==> src/plm_regs.vh <==
// Purpose: Register indices, fields, reset values and timing counts for the part life monitor
// Assumes: Plain register port, word per register, index addresses
// Notes: Included by plm_monitor.v
`ifndef PLM_REGS_VH
`define PLM_REGS_VH
`define PLM_A_STATUS 4'h0
`define PLM_A_INRUSH 4'h1
`define PLM_A_CTLCAP 4'h2
`define PLM_A_MAINCAP 4'h3
`define PLM_A_MEAS 4'h4
`define PLM_A_HOURS 4'h5
`define PLM_A_THRESH 4'h6
`define PLM_A_OUTSEL 4'h7
`define PLM_A_CAPVAL 4'h8
`define PLM_A_MARKS 4'h9
`define PLM_BIT_CTL 0
`define PLM_BIT_MAIN 1
`define PLM_BIT_FAN 2
`define PLM_BIT_INRUSH 3
`define PLM_MEAS_IDLE 4'h0
`define PLM_MEAS_START 4'h1
`define PLM_MEAS_BUSY 4'h2
`define PLM_MEAS_DONE 4'h3
`define PLM_MEAS_FORCED 4'h8
`define PLM_MEAS_ERROR 4'h9
`define PLM_FULL_PCT 8'h64
`define PLM_ALARM_PCT 8'h0a
`define PLM_MAIN_ALARM_PCT 8'h55
`define PLM_CLOSE_STEP 14'h2710
`define PLM_FAN_HALF_PCT 8'h32
`define PLM_HOURS_MAX 16'h270e
`define PLM_THRESH_OFF 16'h270f
`define PLM_HUNDRED 7'h64
`define PLM_FN_LIFE_POS 8'h5a
`define PLM_FN_LIFE_NEG 8'hbe
`define PLM_FN_MAINT_POS 8'h5f
`define PLM_FN_MAINT_NEG 8'hc3
`define PLM_CLK_HZ 40000000
`define PLM_DC_TIME_MS 1000
`define PLM_HOUR_S 3600
`endif

==> src/plm_monitor.v <==
// Purpose: Part life and maintenance monitor of a drive
// Assumes: Inputs synchronous to core_clk; power-down/up flags come from supply supervisor
// Notes: Control capacitor ageing supplied as tick events from a thermal model outside
// Overview of operation
// - Count inrush closures, drop inrush life one percent per ten thousand.
// - Inrush life at ten percent sets status bit 3 and life alarm.
// - Control capacitor life counts down from full with powered time and temperature.
// - Control capacitor life below ten percent sets status bit 0 and alarm.
// - Main capacitor life is percent of shipment, updated only after completed measurement.
// - Main capacitor life at or below 85 percent sets bit 1 and alarm.
// - Measure field codes 0,1,2,3,8,9; codes 2,3,8,9 are not writable.
// - After start written, measurement begins at next supply removal.
// - Armed power-down measurement drives DC onto motor for one second.
// - Power back before panel dark may leave busy code; restart by writing start.
// - Running motor, shutoff or start command end with 8; drive fault ends with 9.
// - Fan at half speed or lower shows warning, sets bit 2 and alarm.
// - With several fans any single slow fan raises the warning.
// - Powered time saved to nonvolatile store hourly, shown in hundred-hour units.
// - Hour count saturates at 9998 units.
// - Hour count reaching threshold asserts maintenance alarm; 9999 disables it.
// - Only whole powered hours are counted; a partial hour is kept while power is off.
// - Output code 95 routes maintenance alarm positive, 195 negative.
// - Life alarm asserts whenever any of four parts reached alarm level.
// - Output code 90 routes life alarm positive, 190 negative.
`timescale 1ns/1ps
`include "plm_regs.vh"
module plm_monitor #(
  parameter [31:0] DC_CYCLES = (`PLM_CLK_HZ / 1000) * `PLM_DC_TIME_MS,
  // One hour of core_clk does not fit in 32 bits; the 40-bit operand widens the product
  parameter [39:0] HOUR_CYCLES = 40'd1 * `PLM_CLK_HZ * `PLM_HOUR_S,
  parameter NFAN = 2
) (
  input wire core_clk,
  input wire rst_n,
  input wire [3:0] reg_addr,
  input wire [15:0] reg_wdata,
  input wire reg_wr,
  input wire reg_rd,
  output reg [15:0] reg_rdata,
  input wire inrush_close,
  input wire ctlcap_age_tick,
  input wire [NFAN*8-1:0] fan_speed_pct,
  input wire power_off,
  input wire main_power_good,
  input wire motor_running,
  input wire output_shutoff_input,
  input wire start_cmd,
  input wire drive_fault,
  input wire aux_supply_only_indication,
  input wire [7:0] cap_ratio_pct,
  input wire cap_ratio_valid,
  input wire [15:0] nv_hours_in,
  input wire nv_hours_load,
  output reg dc_inject,
  output reg life_alarm_out,
  output reg maint_alarm_out,
  output reg fan_warning_indication,
  output reg maint_due_indication,
  output reg general_output_terminal,
  output reg nv_save,
  output reg [15:0] nv_hours_out
);
  localparam ST_IDLE = 3'b001;
  localparam ST_ARMED = 3'b010;
  localparam ST_DC = 3'b100;

  reg [7:0] inrush_pct_q;
  reg [13:0] close_cnt_q;
  reg [7:0] ctl_pct_q;
  reg [7:0] main_pct_q;
  reg [3:0] meas_q;
  reg [2:0] st_q;
  reg [31:0] dc_cnt_q;
  reg [39:0] hour_cnt_q;
  reg [6:0] hour_sub_q;
  reg [15:0] hours_q;
  reg [15:0] thresh_q;
  reg [7:0] outsel_q;
  reg [7:0] cap_hold_q;
  reg [NFAN-1:0] fan_slow;
  wire fan_any;
  wire [3:0] status;
  wire life_any;
  wire maint_hit;
  wire hour_tick;
  reg out_d;

  genvar gi;
  generate
    for (gi = 0; gi < NFAN; gi = gi + 1) begin : g_fan
      always @* begin
        fan_slow[gi] = fan_speed_pct[gi*8 +: 8] <= `PLM_FAN_HALF_PCT;
      end
    end
  endgenerate
  assign fan_any = |fan_slow;

  // Combinational so bits track each life value update directly
  assign status[`PLM_BIT_CTL] = ctl_pct_q < `PLM_ALARM_PCT;
  assign status[`PLM_BIT_MAIN] = main_pct_q <= `PLM_MAIN_ALARM_PCT;
  assign status[`PLM_BIT_FAN] = fan_any;
  assign status[`PLM_BIT_INRUSH] = inrush_pct_q <= `PLM_ALARM_PCT;
  assign life_any = |status;
  assign maint_hit = (thresh_q != `PLM_THRESH_OFF) && (hours_q >= thresh_q);
  assign hour_tick = hour_cnt_q == HOUR_CYCLES - 40'h1;

  wire wr_hours_zero = reg_wr && reg_addr == `PLM_A_HOURS && reg_wdata == 16'h0;

  always @* begin
    if (outsel_q == `PLM_FN_LIFE_POS) begin
      out_d = life_any;
    end else if (outsel_q == `PLM_FN_LIFE_NEG) begin
      out_d = ~life_any;
    end else if (outsel_q == `PLM_FN_MAINT_POS) begin
      out_d = maint_hit;
    end else if (outsel_q == `PLM_FN_MAINT_NEG) begin
      out_d = ~maint_hit;
    end else begin
      out_d = 1'b0;
    end
  end

  // Inrush wear and control capacitor ageing
  always @(posedge core_clk or negedge rst_n) begin
    if (!rst_n) begin
      inrush_pct_q <= `PLM_FULL_PCT;
      close_cnt_q <= 14'h0;
      ctl_pct_q <= `PLM_FULL_PCT;
    end else begin
      if (inrush_close) begin
        if (close_cnt_q == `PLM_CLOSE_STEP - 14'h1) begin
          close_cnt_q <= 14'h0;
          if (inrush_pct_q != 8'h0) begin
            inrush_pct_q <= inrush_pct_q - 8'h1;
          end
        end else begin
          close_cnt_q <= close_cnt_q + 14'h1;
        end
      end
      // Ticks only count while powered
      if (ctlcap_age_tick && main_power_good && ctl_pct_q != 8'h0) begin
        ctl_pct_q <= ctl_pct_q - 8'h1;
      end
    end
  end

  // Main capacitor measurement sequence
  always @(posedge core_clk or negedge rst_n) begin
    if (!rst_n) begin
      st_q <= ST_IDLE;
      meas_q <= `PLM_MEAS_IDLE;
      dc_cnt_q <= 32'h0;
      dc_inject <= 1'b0;
      main_pct_q <= `PLM_FULL_PCT;
      cap_hold_q <= 8'h0;
    end else begin
      if (cap_ratio_valid) begin
        cap_hold_q <= (cap_ratio_pct > `PLM_FULL_PCT) ? `PLM_FULL_PCT : cap_ratio_pct;
      end
      case (st_q)
        ST_IDLE: begin
          dc_inject <= 1'b0;
          // Only 0 and 1 are writable
          if (reg_wr && reg_addr == `PLM_A_MEAS && reg_wdata[3:0] <= `PLM_MEAS_START) begin
            meas_q <= reg_wdata[3:0];
            if (reg_wdata[3:0] == `PLM_MEAS_START) begin
              st_q <= ST_ARMED;
            end
          end
        end
        ST_ARMED: begin
          if (reg_wr && reg_addr == `PLM_A_MEAS && reg_wdata[3:0] == `PLM_MEAS_IDLE) begin
            meas_q <= `PLM_MEAS_IDLE;
            st_q <= ST_IDLE;
          end else if (power_off) begin
            // Disturbed start conditions leave the start code standing
            if (motor_running || output_shutoff_input || aux_supply_only_indication) begin
              st_q <= ST_IDLE;
            end else begin
              meas_q <= `PLM_MEAS_BUSY;
              st_q <= ST_DC;
              dc_cnt_q <= 32'h0;
              dc_inject <= 1'b1;
            end
          end
        end
        ST_DC: begin
          dc_cnt_q <= dc_cnt_q + 32'h1;
          if (start_cmd || motor_running || output_shutoff_input) begin
            dc_inject <= 1'b0;
            meas_q <= `PLM_MEAS_FORCED;
            st_q <= ST_IDLE;
          end else if (main_power_good || drive_fault) begin
            // Early power return aborts with busy code kept; restart needed
            dc_inject <= 1'b0;
            if (drive_fault) begin
              meas_q <= `PLM_MEAS_ERROR;
            end
            st_q <= ST_IDLE;
          end else if (dc_cnt_q == DC_CYCLES - 32'h1) begin
            dc_inject <= 1'b0;
            meas_q <= `PLM_MEAS_DONE;
            main_pct_q <= cap_hold_q;
            st_q <= ST_IDLE;
          end
        end
        default: begin
          st_q <= ST_IDLE;
        end
      endcase
    end
  end

  // Powered hours; partial hours never reach the unit count
  always @(posedge core_clk or negedge rst_n) begin
    if (!rst_n) begin
      hour_cnt_q <= 40'h0;
      hour_sub_q <= 7'h0;
      hours_q <= 16'h0;
      thresh_q <= `PLM_THRESH_OFF;
      outsel_q <= 8'h0;
      nv_save <= 1'b0;
      nv_hours_out <= 16'h0;
    end else begin
      nv_save <= 1'b0;
      if (reg_wr && reg_addr == `PLM_A_THRESH && reg_wdata <= `PLM_THRESH_OFF) begin
        thresh_q <= reg_wdata;
      end
      if (reg_wr && reg_addr == `PLM_A_OUTSEL) begin
        outsel_q <= reg_wdata[7:0];
      end
      if (nv_hours_load) begin
        hours_q <= (nv_hours_in > `PLM_HOURS_MAX) ? `PLM_HOURS_MAX : nv_hours_in;
        hour_sub_q <= 7'h0;
        hour_cnt_q <= 40'h0;
      end else if (wr_hours_zero && hours_q != 16'h0) begin
        hours_q <= 16'h0;
        hour_sub_q <= 7'h0;
        hour_cnt_q <= 40'h0;
      end else if (main_power_good) begin
        if (hour_tick) begin
          hour_cnt_q <= 40'h0;
          nv_save <= 1'b1;
          if (hour_sub_q == `PLM_HUNDRED - 7'h1) begin
            hour_sub_q <= 7'h0;
            if (hours_q < `PLM_HOURS_MAX) begin
              hours_q <= hours_q + 16'h1;
              nv_hours_out <= hours_q + 16'h1;
            end else begin
              nv_hours_out <= hours_q;
            end
          end else begin
            hour_sub_q <= hour_sub_q + 7'h1;
            nv_hours_out <= hours_q;
          end
        end else begin
          hour_cnt_q <= hour_cnt_q + 40'h1;
        end
      end
    end
  end

  // Registered outputs and read port
  always @(posedge core_clk or negedge rst_n) begin
    if (!rst_n) begin
      life_alarm_out <= 1'b0;
      maint_alarm_out <= 1'b0;
      fan_warning_indication <= 1'b0;
      maint_due_indication <= 1'b0;
      general_output_terminal <= 1'b0;
      reg_rdata <= 16'h0;
    end else begin
      life_alarm_out <= life_any;
      maint_alarm_out <= maint_hit;
      fan_warning_indication <= fan_any;
      maint_due_indication <= maint_hit;
      general_output_terminal <= out_d;
      reg_rdata <= 16'h0;
      if (reg_rd) begin
        if (reg_addr == `PLM_A_STATUS) begin
          reg_rdata <= {12'h0, status};
        end else if (reg_addr == `PLM_A_INRUSH) begin
          reg_rdata <= {8'h0, inrush_pct_q};
        end else if (reg_addr == `PLM_A_CTLCAP) begin
          reg_rdata <= {8'h0, ctl_pct_q};
        end else if (reg_addr == `PLM_A_MAINCAP) begin
          reg_rdata <= {8'h0, main_pct_q};
        end else if (reg_addr == `PLM_A_MEAS) begin
          reg_rdata <= {12'h0, meas_q};
        end else if (reg_addr == `PLM_A_HOURS) begin
          reg_rdata <= hours_q;
        end else if (reg_addr == `PLM_A_THRESH) begin
          reg_rdata <= thresh_q;
        end else if (reg_addr == `PLM_A_OUTSEL) begin
          reg_rdata <= {8'h0, outsel_q};
        end else if (reg_addr == `PLM_A_CAPVAL) begin
          reg_rdata <= {8'h0, cap_hold_q};
        end else if (reg_addr == `PLM_A_MARKS) begin
          reg_rdata <= {13'h0, st_q};
        end
      end
    end
  end
endmodule // plm_monitor

==> config.mk <==
export PLATFORM = sky130hd
export DESIGN_NAME = plm_monitor
export DESIGN_NICKNAME = d
export VERILOG_FILES = /design/src/plm_monitor.v
export VERILOG_INCLUDE_DIRS = /design/src
export SDC_FILE = /design/constraint.sdc
export NUM_CORES = 1
export LEC_CHECK = 0
export BUFFER_PORTS_ARGS = -buffer_cell sky130_fd_sc_hd__buf_2
export CAP_MARGIN = 20
export CORE_MARGIN = 4
export CORE_UTILIZATION = 45
export CTS_BUF_LIST = sky130_fd_sc_hd__clkbuf_16
export DETAILED_ROUTE_END_ITERATION = 16
export PLACE_DENSITY = 0.65
export SYNTH_ARGS = -nofsm -noshare
export SYNTH_HDL_FRONTEND = slang
export SYNTH_SLANG_ARGS = --single-unit
export TNS_END_PERCENT = 30
==> constraint.sdc <==
create_clock -name core_clk -period 4.2 [get_ports core_clk]
set_clock_uncertainty 0.15 [all_clocks]
set_input_delay 0.63 -clock core_clk [delete_from_list [all_inputs] [get_ports core_clk]]
set_output_delay 0.63 -clock core_clk [all_outputs]
set_load 0.02 [all_outputs]
==> results.md <==
- Worst vdd ir: between 0.3 and 0.4 mV
- Grt peak-use layer: met2
- Arrival @ worst endpoint: 3.42 ns
- PD cells: 370.9 nW/um^2
- Yosys warns: 0
- Status: complete, no violations
- Root Driver: clkbuf_16
- P&R area growth vs syn: 14.01%
- Initial antenna violation count: 3
- Number of max-cap violations: 0
- Layout cell share with drive strength beyond 1: 16.59%
- Initial DRC count: 741
- Full die area: 28680 um^2
- P_int: 3.613 mW
- # nets final: 1458
- Total wire length: 30270 um
- Seq pwr share: between 40 and 50%
- GR Layer Usage met1: 30.23%
- Unrepaired setup endpoints after global routing: false
- Relative slew slack: 38.38%
- Placed Area: 12570 um^2
- Vias: 9925
- M2 GR Usage: a little under a third
- Post-layout util: 52.58%
- Clock power share: approximately two fifths
- Final Cell Area: about 13000 um^2
- Synth Cell Area: approximately 12000 um^2
- Worst-Margin Slew: slightly above 0.9 ns
- Met3 Resource Use GR: under 10%
- Post-CTS sizing: 0
- Net Count, Synth: approximately 1400
- GRT Total Usage: 20.58%
- Hold Vio Cnt, Final: 0
- HPWL after DPL: between 20000 and 25000 um
- Setup TNS Final: 0 ns
- Final period util: 74.54%
- Part of the power in combinational logic: 10.9%
- Critical Path RT: 4.49 ns
- Final RePlAce weighted congestion: around 0.9
- CTS Sinks: 210
- Clock Latency Late Sink: 0.53 ns
- Net switching power: roughly 1.3 mW
- IO buf count: 113
- Final setup viols: 0
- Clk slew on worst S/H paths: 0.05 ns
- ANT nets after route: 0
- Number of flops mapped to enable cells by yosys: 0
- First-pass GRT wire length: just under 50000 um
- Die Width: 169.3 um
- H-tree depth: 1
- Max Fclk: about 0.32 GHz
- Register area share after synthesis: a little under half
- Synth async-reset ratio: 100.0%
- TritonCTS clock tree: done
- Distinct cell type count after synthesis: 78
- Sw Share: 27.05%
- Initial Util: 46.12%
- Num ports: around 110
- Avg Vias per Cell: 5.821
- CP Max Fanout: 12
- Drt first pass iters: 6
- Gr ovfl total: 0
- DRC violations left: 0
- CP Capture Type: register
- Area of the core: 25400 um^2
- Mapped Avg Cell Area: 9.282 um^2
- Largest net degree at the start of global routing: 112
- Row cnt: just under 60
- Post-CTS Setup Bufs: 0
- Ys flop type: dfrtp_1
- CTS Buf Count: 25
- CP Class: input pin to register
- WL/cell: roughly 18 um
- Tmin final: roughly 3.1 ns
- Cells after Synth: 1262
- Startpoint types: input pin
- Maximum clock path buffer count: 3
- #FFs+latches synth: 210
- DIE HEIGHT: approximately 170 um
- Vias in the first global route: 9544
- Pins Over Slew Limit: 0
- CTS Hold Bufs: 0
- HP Class: input pin to asynchronous set/reset pin
- Pleak: between 5 and 6 nW
## sequential cells by signal, summed over array words and instances (netlist names)
register	count
life_alarm_out	1
dc_inject	1
st_q	3
nv_save	1
general_output_terminal	1
dc_cnt_q	32
thresh_q	16
nv_hours_out	16
close_cnt_q	14
inrush_pct_q	8
main_pct_q	8
cap_hold_q	8
hour_cnt_q	40
ctl_pct_q	8
outsel_q	8
meas_q	4
hours_q	16
hour_sub_q	7
reg_rdata	16
maint_due_indication	1
fan_warning_indication	1
## cell usage after synthesis (12+ instances only)
cell type  number  area share [%]
ha_1           27             2.9
xnor2_1        54             4.0
a21oi_1        65             2.8
and4_1         14             1.0
and2_1         15            0.80
dfstp_2        18             4.0
nand2_1       122             3.9
nor3_1         25             1.1
nand4_1        50             2.7
inv_1          43             1.4
nand3_1        45             1.9
o21ai_0        96             4.1
mux2_2         21             2.0
nor4_1         29             1.5
xor2_1         36             2.7
or3_1          18            0.96
nor2b_1        12            0.64
a22oi_1        14            0.90
dfrtp_1       192              41
nor2_1        110             3.5
clkbuf_1       45             1.4
and3_1         27             1.4
## worst max-delay path, cell delays in order
cell and delay, ns:
buf_2 0.14, nor4_1 0.70, nand3_1 0.39, o31a_1 0.59, nor4_1 0.34, or4b_1 0.47
a21oi_1 0.15
## placed cells by master, fill, tap and decap left out, types with 6 or more instances in the layout
master and n:
or3_1 18, nand2_1 122, xor2_1 36, nor2b_1 12
nor4b_1 10, nand4b_1 10, nor3_1 25, mux2i_1 6
dfrtp_1 192, xnor2_1 54, a31oi_1 10, buf_2 112
nand4_1 50, dfstp_2 18, and2_1 15, nor3b_1 10
nand2b_1 6, nor4_2 8, ha_1 27, or4_1 6
a22oi_1 14, buf_4 15, mux2_2 21, nor4_1 29
clkbuf_16 25, a211oi_1 6, a21oi_1 64, o22ai_1 8
o21ai_0 96, nor2_1 110, and3_1 27, and4_1 14
nand3_1 45, inv_1 48
## final cells by class
| class | instances | area, um^2 |
|---|---|---|
| Fill cell | 2337 | 12040 |
| Multi-Input combinational cell | 946 | 6011 |
| Sequential cell | 210 | 5278 |
| Timing Repair Buffer | 129 | 706.9 |
| Clock buffer | 25 | 625.6 |
| Tap cell | 330 | 412.9 |
| Inverter | 44 | 165.2 |
| Clock inverter | 20 | 153.9 |
| Antenna cell | 1 | 2.502 |
## path summary, 6_finish.rpt
kind / start / to / slack, ns / cells past startpoint
min in group core_clk: cap_ratio_pct[3] / cap_hold_q[3] / 0.19 / 3
max in group asynchronous: rst_n / main_pct_q[2] / 2.86 / 2
hold reg to reg: nv_hours_out[2] / nv_hours_out[2] / 0.32 / 2
hold / removal: rst_n / nv_hours_out[9] / 0.05 / 1
setup / recovery: reg_wdata[3] / hour_cnt_q[39] / 1.07 / 7
setup reg to reg: hour_sub_q[0] / nv_hours_out[7] / 1.19 / 7
## logic make-up after synthesis
| logic type | count (synthesis) | share of synthesized area [%] |
|---|---|---|
| AOI/OAI and AO/OA | 255 | 13.27 |
| xor gates and xnor gates | 90 | 6.729 |
| adders and majority gates | 27 | 2.884 |
| buffers and inverters | 106 | 3.664 |
| DFF | 210 | 45.05 |
| muxes | 27 | 2.532 |
| and+or+nand+nor | 547 | 25.87 |
## layer usage
layer / part of all wire [%] / vias to the layer above
met3: 5.5 / 53
li1: - / 4775
met5: 0.056 / -
met1: 47 / 4832
met4: 2.7 / 4
met2: 45 / 261
## power groups by stage
| stage | sequential [mW] | clock [mW] | combinational, mW |
|---|---|---|---|
| floorplan | 2.33 | 0 | 0.357 |
| global placement | 2.38 | 0 | 0.529 |
| detailed placement | 2.38 | 0 | 0.544 |
| CTS | 2.35 | 2.11 | 0.546 |
| global route | 2.37 | 2.19 | 0.614 |
| finish | 2.35 | 2.06 | 0.542 |
## metrics by stage
| step | setup WS (ns) | hold slack [ns] | std cells | power, mW |
|---|---|---|---|---|
| after floorplan | 1.475 | 0.1844 | 1262 | 2.686 |
| after global placement | 0.8083 | 0.3065 | 1659 | 2.909 |
| after detailed placement | 0.6640 | 0.3191 | 1659 | 2.926 |
| after CTS | 1.209 | 0.1147 | 1704 | 5.010 |
| after global routing | 0.9361 | 0.1539 | 1705 | 5.177 |
| final | 1.069 | 0.05355 | 1705 | 4.954 |
(Power assumes the default switching activity.)
